$ cat config.mk
export PLATFORM = sky130hd
export DESIGN_NAME = bisu_irq_upper
export DESIGN_NICKNAME = d
export VERILOG_FILES = /design/src/common/bisu_pkg.sv /design/src/rtl/bisu_irq_upper.sv
export SDC_FILE = /design/constraint.sdc
export NUM_CORES = 1
export LEC_CHECK = 0
export ABC_AREA = 1
export BUFFER_PORTS_ARGS = -buffer_cell sky130_fd_sc_hd__buf_2
export CAP_MARGIN = 20
export CELL_PAD_IN_SITES_DETAIL_PLACEMENT = 0
export CELL_PAD_IN_SITES_GLOBAL_PLACEMENT = 1
export CORE_UTILIZATION = 25
export CTS_CLUSTER_DIAMETER = 200
export DETAILED_ROUTE_END_ITERATION = 8
export PLACE_DENSITY = 0.77
export SETUP_SLACK_MARGIN = 0.2
export SKIP_LAST_GASP = 1
export SLEW_MARGIN = 20
export SYNTH_ARGS = -nofsm -noshare
export SYNTH_HDL_FRONTEND = slang
export SYNTH_SLANG_ARGS = --single-unit
$ cat constraint.sdc
create_clock -name i_core_clk -period 0.9 [get_ports i_core_clk]
set_clock_uncertainty 0.15 [all_clocks]
set_input_delay 0.135 -clock i_core_clk [delete_from_list [all_inputs] [get_ports i_core_clk]]
set_output_delay 0.135 -clock i_core_clk [all_outputs]
set_load 0.02 [all_outputs]
$ cat src/common/bisu_pkg.sv
// Constants for the second interrupt status and mask register block
package bisu_pkg;
  // Register port offset (status read, mask write share it)
  localparam logic [2:0] BISU_OFS_IRQ_SECOND = 3'h2;
  // Bit positions in the status and mask registers
  localparam int BISU_BIT_SUMMARY     = 7;
  localparam int BISU_BIT_SVC_REQ     = 6;
  localparam int BISU_BIT_LOCKOUT     = 5;
  localparam int BISU_BIT_DISTANT     = 4;
  localparam int BISU_BIT_DMA_OUT     = 5;
  localparam int BISU_BIT_DMA_IN      = 4;
  localparam int BISU_BIT_CMD_SENT    = 3;
  localparam int BISU_BIT_LOCKOUT_CHG = 2;
  localparam int BISU_BIT_DISTANT_CHG = 1;
  localparam int BISU_BIT_ADDR_CHG    = 0;
  // Reset value of the mask register
  localparam logic [7:0] BISU_MASK_RST = 8'h00;
  // Width of the first status register enable set (eight pairs)
  localparam int BISU_FIRST_W = 8;
  // Remote/local states
  typedef enum logic [2:0] {
    BISU_LOCS, BISU_LWLS, BISU_REMS, BISU_RWLS
  } bisu_rl_e;
endpackage

$ cat src/rtl/bisu_irq_upper.sv
// Upper bits of the second interrupt status register with summary and pin
`timescale 1ns/100ps
module bisu_irq_upper
  import bisu_pkg::*;
#(
  parameter int FIRST_W = BISU_FIRST_W
) (
  input  wire logic              i_core_clk,
  input  wire logic              i_rstn,
  // Host register port
  input  wire logic [2:0]        i_addr,
  input  wire logic              i_rd,
  input  wire logic              i_wr,
  input  wire logic [7:0]        i_wdata,
  output logic      [7:0]        o_rdata,
  // First status register flags and their enables
  input  wire logic [FIRST_W-1:0] i_first_status,
  input  wire logic [FIRST_W-1:0] i_first_enable,
  // Lower second-register event flags (command out, lockout chg, remote chg, addr chg)
  input  wire logic [3:0]        i_lower_status,
  // Controller and bus messages (same clock domain)
  input  wire logic              i_cic,
  input  wire logic              i_srq,
  input  wire logic              i_rqs,
  input  wire logic              i_dav,
  // Remote/local inputs
  input  wire logic              i_ren,
  input  wire logic              i_listen_addr,
  input  wire logic              i_go_local,
  input  wire logic              i_lockout_cmd,
  // Outputs
  output logic                   o_bus_irq,
  output logic                   o_bus_irq_n,
  output logic                   o_dma_in_enable,
  output logic                   o_dma_out_enable,
  output logic [3:0]             o_lower_enable
);

  // Elaboration check: first register holds eight pairs at most
  if (FIRST_W < 1 || FIRST_W > 8) begin : g_chk
    $error("FIRST_W out of range");
  end

  // Mask register, service flag, edge history and read snapshot
  logic [7:0] mask_q, mask_d;
  logic       svc_q, svc_d;
  logic       cond_a_q, cond_b_q;
  logic       rd_pend_q, rd_pend_d;
  logic [7:0] rdata_q, rdata_d;
  bisu_rl_e   rl_q, rl_d;

  // Enabled-source OR, shared by the summary and its checker
  function automatic logic enabled_any(input logic [7:0] stat,
                                       input logic [7:0] en);
    return |(stat & en);
  endfunction

  // Lockout-state and remote-state decode
  function automatic logic in_lockout(input bisu_rl_e st);
    return (st == BISU_LWLS) || (st == BISU_RWLS);
  endfunction

  function automatic logic in_remote(input bisu_rl_e st);
    return (st == BISU_REMS) || (st == BISU_RWLS);
  endfunction

  // Address decode of the shared port
  wire logic sel_hit  = (i_addr == BISU_OFS_IRQ_SECOND);
  wire logic rd_stat  = i_rd & sel_hit;
  wire logic wr_mask  = i_wr & sel_hit;

  // Service request set conditions; the second only arises with several requesters
  wire logic cond_a   = i_cic & i_srq & ~(i_rqs & i_dav);
  wire logic cond_b   = i_cic & i_srq & i_rqs & i_dav;
  wire logic srq_rise = (cond_a & ~cond_a_q) | (cond_b & ~cond_b_q);

  // Remote/local decoded flags
  wire logic lockout_flag         = in_lockout(rl_q);
  wire logic distant_control_flag = in_remote(rl_q);

  // Summary: lockout and remote flags are status only, never sources
  wire logic [3:0] low_en   = mask_q[3:0];
  wire logic       first_on = enabled_any(8'(i_first_status), 8'(i_first_enable));
  wire logic       lower_on = enabled_any({4'h0, i_lower_status}, {4'h0, low_en});
  wire logic       svc_on   = svc_q & mask_q[BISU_BIT_SVC_REQ];
  wire logic       summary  = first_on | lower_on | svc_on;

  // Mask write; bit seven kept zero, as the host must write it zero
  always_comb begin
    mask_d = mask_q;
    if (wr_mask) begin
      mask_d = {1'b0, i_wdata[6:0]};
    end
  end

  // Service flag: read wins; a set that meets a read is applied afterwards
  always_comb begin
    svc_d = svc_q;
    if (rd_stat) begin
      svc_d = 1'b0;
    end else if (srq_rise | rd_pend_q) begin
      svc_d = 1'b1;
    end
  end

  // Pending set survives back-to-back reads, or it would be lost
  always_comb begin
    rd_pend_d = 1'b0;
    if (rd_stat) begin
      rd_pend_d = srq_rise | rd_pend_q;
    end
  end

  // Remote/local function, independent of mask contents
  always_comb begin
    rl_d = rl_q;
    case (rl_q)
      BISU_LOCS: begin
        if (i_ren & i_listen_addr) begin
          rl_d = BISU_REMS;
        end else if (i_ren & i_lockout_cmd) begin
          rl_d = BISU_LWLS;
        end
      end
      BISU_LWLS: begin
        if (i_ren & i_listen_addr) begin
          rl_d = BISU_RWLS;
        end
      end
      BISU_REMS: begin
        if (i_go_local) begin
          rl_d = BISU_LOCS;
        end else if (i_lockout_cmd) begin
          rl_d = BISU_RWLS;
        end
      end
      BISU_RWLS: begin
        rl_d = rl_q;
      end
      default: begin
        rl_d = BISU_LOCS;
      end
    endcase
    // Dropping the remote enable always returns to local
    if (!i_ren) begin
      rl_d = BISU_LOCS;
    end
  end

  // Read data snapshot of the status register
  always_comb begin
    rdata_d = rdata_q;
    if (rd_stat) begin
      rdata_d = {summary, svc_q, lockout_flag, distant_control_flag, i_lower_status};
    end
  end

  // State registers
  always_ff @(posedge i_core_clk) begin
    if (!i_rstn) begin
      mask_q    <= BISU_MASK_RST;
      svc_q     <= 1'b0;
      cond_a_q  <= 1'b0;
      cond_b_q  <= 1'b0;
      rd_pend_q <= 1'b0;
      rdata_q   <= 8'h00;
      rl_q      <= BISU_LOCS;
    end else begin
      mask_q    <= mask_d;
      svc_q     <= svc_d;
      cond_a_q  <= cond_a;
      cond_b_q  <= cond_b;
      rd_pend_q <= rd_pend_d;
      rdata_q   <= rdata_d;
      rl_q      <= rl_d;
    end
  end

  // Output drive; pin polarity choice left to the host side
  assign o_rdata          = rdata_q;
  assign o_bus_irq        = summary;
  assign o_bus_irq_n      = ~summary;
  assign o_dma_in_enable  = mask_q[BISU_BIT_DMA_IN];
  assign o_dma_out_enable = mask_q[BISU_BIT_DMA_OUT];
  assign o_lower_enable   = mask_q[3:0];

  // Pin follows the enabled sources; lockout and remote add nothing
  a_irq_follows_sum: assert property (
    @(posedge i_core_clk) disable iff (!i_rstn)
    o_bus_irq == (enabled_any(8'(i_first_status), 8'(i_first_enable))
      | enabled_any({4'h0, i_lower_status}, {4'h0, mask_q[3:0]})
      | (svc_q & mask_q[BISU_BIT_SVC_REQ]))
  ) else $error("interrupt pin does not match enabled sources");

  // Both pin senses are always offered, never equal
  a_pin_inverse: assert property (
    @(posedge i_core_clk) disable iff (!i_rstn)
    o_bus_irq_n != o_bus_irq
  ) else $error("active-low pin not the inverse of the summary");

  // Summary has no mask of its own: all enables clear means quiet
  a_summary_no_mask: assert property (
    @(posedge i_core_clk) disable iff (!i_rstn)
    (i_first_enable == '0 && mask_q[3:0] == 4'h0 && !mask_q[BISU_BIT_SVC_REQ]) |-> !o_bus_irq
  ) else $error("summary raised with every enable clear");

  // Lockout and remote flags stay out of the summary
  a_lockout_no_irq: assert property (
    @(posedge i_core_clk) disable iff (!i_rstn)
    (lockout_flag && !first_on && !lower_on && !svc_on) |-> !o_bus_irq
  ) else $error("lockout state reached the interrupt pin");

  // Service flag: a rising condition outside a read sets it
  a_svc_sets_rise: assert property (
    @(posedge i_core_clk) disable iff (!i_rstn)
    (srq_rise && !rd_stat) |=> svc_q
  ) else $error("service flag not set on rising request");

  // Only a controller in charge may raise the service flag
  a_svc_needs_cic: assert property (
    @(posedge i_core_clk) disable iff (!i_rstn)
    (!i_cic && !svc_q && !rd_pend_q) |=> !svc_q
  ) else $error("service flag set while not in charge");

  // A status read clears the service flag on the next edge
  a_svc_read_clr: assert property (
    @(posedge i_core_clk) disable iff (!i_rstn)
    rd_stat |=> !svc_q
  ) else $error("service flag not cleared by status read");

  // A set meeting a read is parked, then lands once reads stop
  a_svc_pend_taken: assert property (
    @(posedge i_core_clk) disable iff (!i_rstn)
    (rd_stat && srq_rise) |=> rd_pend_q
  ) else $error("set during read was not parked");

  a_svc_pend_lands: assert property (
    @(posedge i_core_clk) disable iff (!i_rstn)
    (rd_pend_q && !rd_stat) |=> svc_q
  ) else $error("parked set was lost");

  // Mask writes leave the service flag alone
  a_status_no_mask: assert property (
    @(posedge i_core_clk) disable iff (!i_rstn)
    (wr_mask && !rd_stat && !srq_rise && !rd_pend_q) |=> svc_q == $past(svc_q)
  ) else $error("mask write disturbed the service flag");

  // Lockout flag follows the lockout states
  a_lockout_state: assert property (
    @(posedge i_core_clk) disable iff (!i_rstn)
    lockout_flag == ((rl_q == BISU_LWLS) || (rl_q == BISU_RWLS))
  ) else $error("lockout flag wrong for state");

  // Read snapshot carries the lockout and remote flags of the read edge
  a_lockout_snap: assert property (
    @(posedge i_core_clk) disable iff (!i_rstn)
    rd_stat |=> o_rdata[BISU_BIT_LOCKOUT] == $past(lockout_flag)
  ) else $error("lockout flag missing from read data");

  a_distant_snap: assert property (
    @(posedge i_core_clk) disable iff (!i_rstn)
    rd_stat |=> o_rdata[BISU_BIT_DISTANT] == $past(distant_control_flag)
  ) else $error("remote flag missing from read data");

  // Enabled and addressed as listener: remote on the next edge
  a_distant_enter: assert property (
    @(posedge i_core_clk) disable iff (!i_rstn)
    (i_ren && i_listen_addr && !distant_control_flag) |=> distant_control_flag
  ) else $error("remote state not entered");

  // Mask write reaches the DMA controls and keeps bit seven zero
  a_dma_in_wr: assert property (
    @(posedge i_core_clk) disable iff (!i_rstn)
    wr_mask |=> o_dma_in_enable == $past(i_wdata[BISU_BIT_DMA_IN])
  ) else $error("DMA input enable not written");

  a_dma_out_wr: assert property (
    @(posedge i_core_clk) disable iff (!i_rstn)
    wr_mask |=> o_dma_out_enable == $past(i_wdata[BISU_BIT_DMA_OUT])
  ) else $error("DMA output enable not written");

  a_mask_top_zero: assert property (
    @(posedge i_core_clk) disable iff (!i_rstn)
    wr_mask |=> !mask_q[BISU_BIT_SUMMARY]
  ) else $error("mask bit seven not held at zero");

endmodule

# After elaboration in Yosys (flattened, before gate mapping)

Cells that the tools add are included.

Flip-flop bits (word level): 22
Bits of input ports: 43
Output and inout port bits: 16
Logic and storage cells: 53

Equality and inequality tests: 7
Multiplexer cells: 6
Bitwise logic cells: 24
Reduce and logical (&&, ||, !) cells: 9

Operators with widths:

| kind                 | number |
|---|---|
| $reduce_or A8 Y1     | 2 |
| $mux W3              | 5 |
| $and A1 B1 Y1        | 12 |
| $pmux W3 S4          | 1 |
| $eq A3 B2 Y1 const B | 3 |
| $and A8 B8 Y8        | 1 |
| $ne A3 B3 Y1 const B | 2 |
| $not A1 Y1           | 6 |
| $and A4 B4 Y4        | 1 |
| $or A1 B1 Y1         | 4 |
| $reduce_and A2 Y1    | 2 |
| $reduce_and A4 Y1    | 1 |
| $eq A3 B1 Y1 const B | 1 |
| $logic_not A3 Y1     | 1 |
| $logic_or A1 B1 Y1   | 2 |
| $ne A2 B1 Y1 const B | 1 |
| $reduce_or A2 Y1     | 1 |

# Depth between registers and ports, before layout

Gate-level depths: netlist of the first run.

Depth after elaboration: 6
Gate-level depth with buffers: 8

# Worst setup path before layout of the first run

No wires, ideal clock.

Kind: register -> output
Start point: reg mask_q[0]
End point: out o_bus_irq_n
Arrival time: 915 ps
Data required time: 615 ps
Setup slack: -300 ps
Cell stages (with the launch flop): 8
Cell sequence: dfxtp_1 -> nand2_1 -> nand2_1 -> inv_1 -> nand2_1 -> nor2_1 -> nand2_1 -> inv_1

Cells in the longest elaborated chain, start to end: 5

RTL lines:

| element                    | RTL line              | RTL |
|---|---|---|
| start: declaration         | bisu_irq_upper.sv:45  | `logic [7:0] mask_q, mask_d;` |
| start signal: assignment   | bisu_irq_upper.sv:169 | `mask_q <= mask_d;` |
| $and A4 B4 Y4              | bisu_irq_upper.sv:55  | `return \|(stat & en);` |
| $reduce_or A8 Y1           | bisu_irq_upper.sv:55  |  |
| $or A1 B1 Y1 (2 in series) | bisu_irq_upper.sv:86  | `wire logic summary = first_on \| lower_on \| svc_on;` |
| via o_bus_irq              | bisu_irq_upper.sv:32  | `output logic o_bus_irq,` |
| $not A1 Y1                 | bisu_irq_upper.sv:182 | `assign o_bus_irq_n = ~summary;` |
| end: declaration           | bisu_irq_upper.sv:33  | `output logic o_bus_irq_n,` |

The timed path passes the listed nets, and every way through them passes these cells.

# Final worst setup path of the first run

Start point: reg mask_q[6]
End point: out o_bus_irq

Cells in the longest elaborated chain, start to end: 2

RTL lines:

| element          | RTL line             | RTL |
|---|---|---|
| $and A1 B1 Y1    | bisu_irq_upper.sv:85 | `wire logic svc_on = svc_q & mask_q[BISU_BIT_SVC_REQ];` |
| $or A1 B1 Y1     | bisu_irq_upper.sv:86 |  |
| end: declaration | bisu_irq_upper.sv:32 |  |

Every way passes these cells.

==> metrics.csv, run 1 <==
metric,value,unit
i_o_pin_cnt,59,
routabilityCongestion,0.6674,
netlist.area_leader.share,42.16,%
worst_setup_path_end_kind,output port,
cts_tree,built,
path_clk_slew,0.08,ns
totalNegativeSetupSlack,-3.644,ns
rsz0062_at_grt,yes,
static_leak,0.9363,nW
synth_net_count,194,
synth_largest_area_cell,sky130_fd_sc_hd__dfxtp_1,
placed_cells_incl_taps,263,
wl_per_cell,9.445,µm
timing.max_slew.rel_slack,89.05,%
critPathRequiredTime,0.61,ns
drc,0,
distinct_cell_type_count_of_the_synthesized_netlist,17,
syn-cell-area,997.2,µm²
finalCoreUtilization,47.63,%
post_synth_most_frequent_cells,"sky130_fd_sc_hd__nand2_1, sky130_fd_sc_hd__nor2_1, sky130_fd_sc_hd__dfxtp_1",
grt_overflow,0,
critPathLaunch,mask_q[6],
min_period_over_period,156.9,%
whs,-0.06096,ns
grt_start_max_net_pins,13,
status,"complete, but fails checks",
root_buffer,sky130_fd_sc_hd__clkbuf_8,
min-delay-path-class,in -> reg,
cts.sink_count,21,
cts_inserted_buffers,3,
initial_utilization,26.64,%
remaining_antenna_violation_count_after_routing,0,
drt_first_pass_iters,4,
ys_async_sr_fraction,0,%
finalHoldViolCount,10,
worst_slew_pin_slew,0.1640,ns
cp_max_fo,3,
die_width,65.16,µm
post-route-worst-setup-slack,-0.5124,ns
drive_above_1_share,59.82,%
placement_rows,22,
area_of_the_core,3744,µm²
port_buffers,57,
die_area,4245,µm²
setup.worst_path.class,reg -> out,
finalMaxSlewViolations,0,
layoutNonFillerInstCount,272,
fin_crit,1.412,ns
ctsLongestPathBuffers,2,
via_count,1116,
synthMostInstantiatedCell,sky130_fd_sc_hd__nand2_1,
floorplan.die.height,65.16,µm
drv.max_cap_violation_count,0,
failed_checks,"hold timing, setup timing",
setup_violations,20,
min_delay_startpoint,i_lower_status[2],
fmax,0.7080,GHz
synth_enable_flop_cells,0,
post_syn_instances,151,
startpoint_type,flip-flop,
final_nets,268,
grt_first_pass_wirelength,3988,µm
synth.area.top_cells,"sky130_fd_sc_hd__dfxtp_1, sky130_fd_sc_hd__nand2_1, sky130_fd_sc_hd__nor2_1",
number_of_global_route_vias_before_repair,977,
gr-usage-all-layers,12.43,%
postRouteWirelength,2569,µm
yosysWarnings,0,
area.growth.synth_to_final,78.80,%
synth-seq-cells,21,
insertion_delay,0.26,ns
route.detailed.vias_per_inst,4.103,
part_of_the_yosys_area_used_for_sequential_elements,42.16,%
prevailing_post_synth_register_cell,sky130_fd_sc_hd__dfxtp_1,
post_synth.cell_area_avg,6.604,µm²
detailedPlace.worstSlack,-0.2813,ns
grt_antenna_before_repair,0,
drt-initial-drc-count,46,
critical_path.reg2reg.startpoint,mask_q[6],
antenna-diode-count,0,
power_density,1157,nW/µm²
cp_data_arrival_time,1.13,ns
place.detailed.hpwl,1837,µm
vdd_drop_max,491.5,µV
h-tree-depth,1,
-- through the flow --
stage          area, µm²  power (mW)
6_report            1783       2.063
5_1_grt             1783       2.164
4_1_cts             1667       2.051
3_5_place_dp        1425       1.372
3_3_place_gp        1425       1.372
2_1_floorplan       1035       1.198
-- routing by layer --
metal  wire [µm]  GRT usage [%]
met4          33          6.522
met2        1213          21.09
met3         190          2.778
met1        1132          14.53
met5           0              0
-- area by class of cell --
type	count	area, µm²
clock inverter	1	5.005
timing repair buffer	73	519.2
tap	48	60.06
clock buffer	3	41.29
inverter	15	91.34
fill	405	1961
sequential	21	446.7
multi-input combinational	111	619.3
-- registers in the layout (all words and copies together), names as in the netlist --
name       count
cond_b_q       1
svc_q          1
cond_a_q       1
o_rdata        8
mask_q         7
rd_pend_q      1
rl_q           2
-- critical path: stages (launching register included) --
cell	delay [ns]
sky130_fd_sc_hd__dfxtp_1	0.32
sky130_fd_sc_hd__nand2_1	0.06
sky130_fd_sc_hd__nand2_1	0.04
sky130_fd_sc_hd__inv_1	0.04
sky130_fd_sc_hd__nand2_1	0.05
sky130_fd_sc_hd__nor2_2	0.11
sky130_fd_sc_hd__nand2_2	0.08
sky130_fd_sc_hd__buf_4	0.16
-- power breakdown --
group	leakage, nW	switching, mW	internal (mW)
sequential	0.179	0.0269	0.959
combinational	0.732	0.232	0.234
clock	0.0255	0.303	0.308
-- cells by family (layout without fill, tap and decap cells) --
| family | count (synthesis) | after routing | share of synthesized area [%] |
|---|---|---|---|
| buf+inv | 20 | 92 | 9.912 |
| flops | 21 | 21 | 42.16 |
| compound gates | 8 | 8 | 4.266 |
| simple gates | 102 | 103 | 43.66 |
-- repair_timing --
item,CTS,global route
resized for setup,64,28
setup buffers,1,3
endpoints found under the setup margin,35,36
endpoints found under the hold margin,10,6
pin swaps,14,20
cloned,1,0
-- cells in the final DEF, fill, tap and decap left out --
master / n
sky130_fd_sc_hd__nand3b_1: 2
sky130_fd_sc_hd__inv_4: 1
sky130_fd_sc_hd__nor2_2: 3
sky130_fd_sc_hd__o21ai_1: 5
sky130_fd_sc_hd__buf_8: 1
sky130_fd_sc_hd__inv_8: 1
sky130_fd_sc_hd__o211ai_1: 1
sky130_fd_sc_hd__buf_6: 17
sky130_fd_sc_hd__inv_12: 1
sky130_fd_sc_hd__nand2_4: 4
sky130_fd_sc_hd__inv_2: 3
sky130_fd_sc_hd__clkinv_8: 1
sky130_fd_sc_hd__clkbuf_8: 3
sky130_fd_sc_hd__nor2_1: 18
sky130_fd_sc_hd__nand3_1: 4
sky130_fd_sc_hd__clkinv_2: 1
sky130_fd_sc_hd__nor3_2: 1
sky130_fd_sc_hd__nor2_4: 8
sky130_fd_sc_hd__nor2_8: 1
sky130_fd_sc_hd__buf_2: 40
sky130_fd_sc_hd__dfxtp_4: 2
sky130_fd_sc_hd__dfxtp_2: 15
sky130_fd_sc_hd__nand2_1: 48
sky130_fd_sc_hd__dfxtp_1: 4
sky130_fd_sc_hd__nand2_2: 10
sky130_fd_sc_hd__inv_1: 8
sky130_fd_sc_hd__nand3_2: 4
sky130_fd_sc_hd__buf_4: 15
sky130_fd_sc_hd__o21ai_2: 2
-- worst paths after layout --
check                    end  slack, ns  cells past startpoint
hold / removal    o_rdata[2]      -0.06                      3
setup / recovery   o_bus_irq      -0.51                      7
setup reg to reg  o_rdata[7]      -0.28                      9
hold reg to reg   o_rdata[5]       0.30                      2
No activity file was read; power rests on OpenSTA's default activity.
==> run 2: changes to the inputs <==
--- a/config.mk
+++ b/config.mk
@@ -10,11 +10,13 @@
 export CAP_MARGIN = 20
 export CELL_PAD_IN_SITES_DETAIL_PLACEMENT = 0
 export CELL_PAD_IN_SITES_GLOBAL_PLACEMENT = 1
+export CORE_ASPECT_RATIO = 0.75
 export CORE_UTILIZATION = 25
 export CTS_CLUSTER_DIAMETER = 200
 export DETAILED_ROUTE_END_ITERATION = 8
 export PLACE_DENSITY = 0.77
 export SETUP_SLACK_MARGIN = 0.2
+export SKIP_CTS_REPAIR_TIMING = 1
 export SKIP_LAST_GASP = 1
 export SLEW_MARGIN = 20
 export SYNTH_ARGS = -nofsm -noshare
==> metrics.csv, run 2 (same netlist as run 1, synthesis figures left out) <==
metric,value,unit
status,"complete, but fails checks",
failed_checks,"hold timing, setup timing",
area_of_the_core,3732,µm²
post-route-worst-setup-slack,-0.5210,ns
timing.max_slew.rel_slack,86.87,%
place.detailed.hpwl,1867,µm
postRouteWirelength,2603,µm
drv.max_cap_violation_count,0,
min-delay-path-class,in -> reg,
placement_rows,19,
cp_data_arrival_time,1.14,ns
grt_first_pass_wirelength,3519,µm
wl_per_cell,9.570,µm
critical_path.reg2reg.startpoint,mask_q[1],
route.detailed.vias_per_inst,4.074,
grt_overflow,0,
initial_utilization,26.72,%
h-tree-depth,1,
cts.sink_count,21,
number_of_global_route_vias_before_repair,856,
die_width,74.93,µm
totalNegativeSetupSlack,-3.492,ns
finalMaxSlewViolations,0,
fmax,0.7038,GHz
gr-usage-all-layers,11.10,%
setup_violations,19,
ctsLongestPathBuffers,2,
mostFrequentLayoutCells,"sky130_fd_sc_hd__nand2_1, sky130_fd_sc_hd__buf_2, sky130_fd_sc_hd__nor2_1, sky130_fd_sc_hd__buf_6, sky130_fd_sc_hd__dfxtp_2",
floorplan.die.height,56.70,µm
worst_setup_path_end_kind,output port,
rr_endpoint,o_rdata[7],
drive_above_1_share,60.45,%
routabilityCongestion,0.8134,
root_buffer,sky130_fd_sc_hd__clkbuf_8,
cts_tree,built,
most_common_cell_after_layout_fill_and_taps_aside,sky130_fd_sc_hd__nand2_1,
cts_inserted_buffers,3,
remaining_antenna_violation_count_after_routing,0,
i_o_pin_cnt,59,
whs,-0.06991,ns
startpoint_type,flip-flop,
fin_crit,1.421,ns
reg2reg_depth,6,
cp_max_fo,3,
setup.worst_path.class,reg -> out,
worstHoldPathCells,3,
path_clk_slew,0.08,ns
insertion_delay,0.26,ns
static_leak,0.9316,nW
drc,0,
vdd_drop_max,794.9,µV
final_nets,264,
reg2reg_setup_slack,-0.17,ns
antenna-diode-count,0,
critPathLaunch,mask_q[1],
drt-initial-drc-count,49,
grt_start_max_net_pins,13,
worst_slew_pin_slew,0.1966,ns
rsz0062_at_grt,yes,
min_period_over_period,157.9,%
drt_first_pass_iters,4,
grt_antenna_before_repair,0,
area.growth.synth_to_final,77.54,%
critPathRequiredTime,0.61,ns
port_buffers,57,
critPathCapture,o_bus_irq,
via_count,1108,
largest_register_ffs,8,
power_density,1163,nW/µm²
finalHoldViolCount,11,
die_area,4248,µm²
run 2: how the worst min path moves through the flow:
stage / slack, ns / to / startpoint
finish: -0.07 / o_rdata[3] / i_lower_status[3]
global route: -0.07 / o_rdata[3] / i_lower_status[3]
CTS: -0.08 / o_rdata[1] / i_lower_status[1]
detailed placement: 0.20 / o_rdata[1] / i_lower_status[1]
global placement: 0.21 / o_rdata[1] / i_lower_status[1]
floorplan: 0.09 / o_rdata[1] / i_lower_status[1]
run 2: final cells by class:
| cell class | count | area (µm²) |
|---|---|---|
| Tap cell | 52 | 65.06 |
| Clock buffer | 3 | 41.29 |
| Timing Repair Buffer | 69 | 486.7 |
| Clock inverter | 1 | 5.005 |
| Inverter | 15 | 91.34 |
| Multi-Input combinational cell | 111 | 634.4 |
| Sequential cell | 21 | 446.7 |
| Fill cell | 397 | 1962 |
run 2: critical path, cell delays in order (launching register included):
cell and delay, ns:
sky130_fd_sc_hd__dfxtp_2 0.33, sky130_fd_sc_hd__nand2_1 0.08, sky130_fd_sc_hd__nand3_1 0.09, sky130_fd_sc_hd__nor2_1 0.14, sky130_fd_sc_hd__nand2_2 0.08, sky130_fd_sc_hd__buf_2 0.16
run 2: power breakdown:
group / internal (mW) / switching [mW] / total [mW] / leakage (nW)
combinational: 0.225 / 0.232 / 0.457 / 0.727
clock: 0.308 / 0.307 / 0.616 / 0.0255
sequential: 0.959 / 0.0274 / 0.987 / 0.179
total: 1.49 / 0.567 / 2.06 / 0.932
run 2: layer usage:
layer	up-vias	wire (µm)	global-route usage [%]
met4	0	11	3.235
met1	460	1340	14.72
li1	598	-	-
met2	48	1042	16.60
met3	2	209	4.129
met5	-	0	0
run 2: through the flow:
stage	cell area, µm²	util [%]	std cells	worst slack (ns)	power, mW
after detailed placement	1423	38.12	266	-0.2463	1.368
after floorplan	1035	-	151	-0.2064	1.198
final	1770	47.44	272	-0.5210	2.059
after global routing	1770	47.44	272	-0.5893	2.174
after global placement	1423	38.12	266	-0.2460	1.369
after CTS	1469	39.36	270	-0.5450	2.000
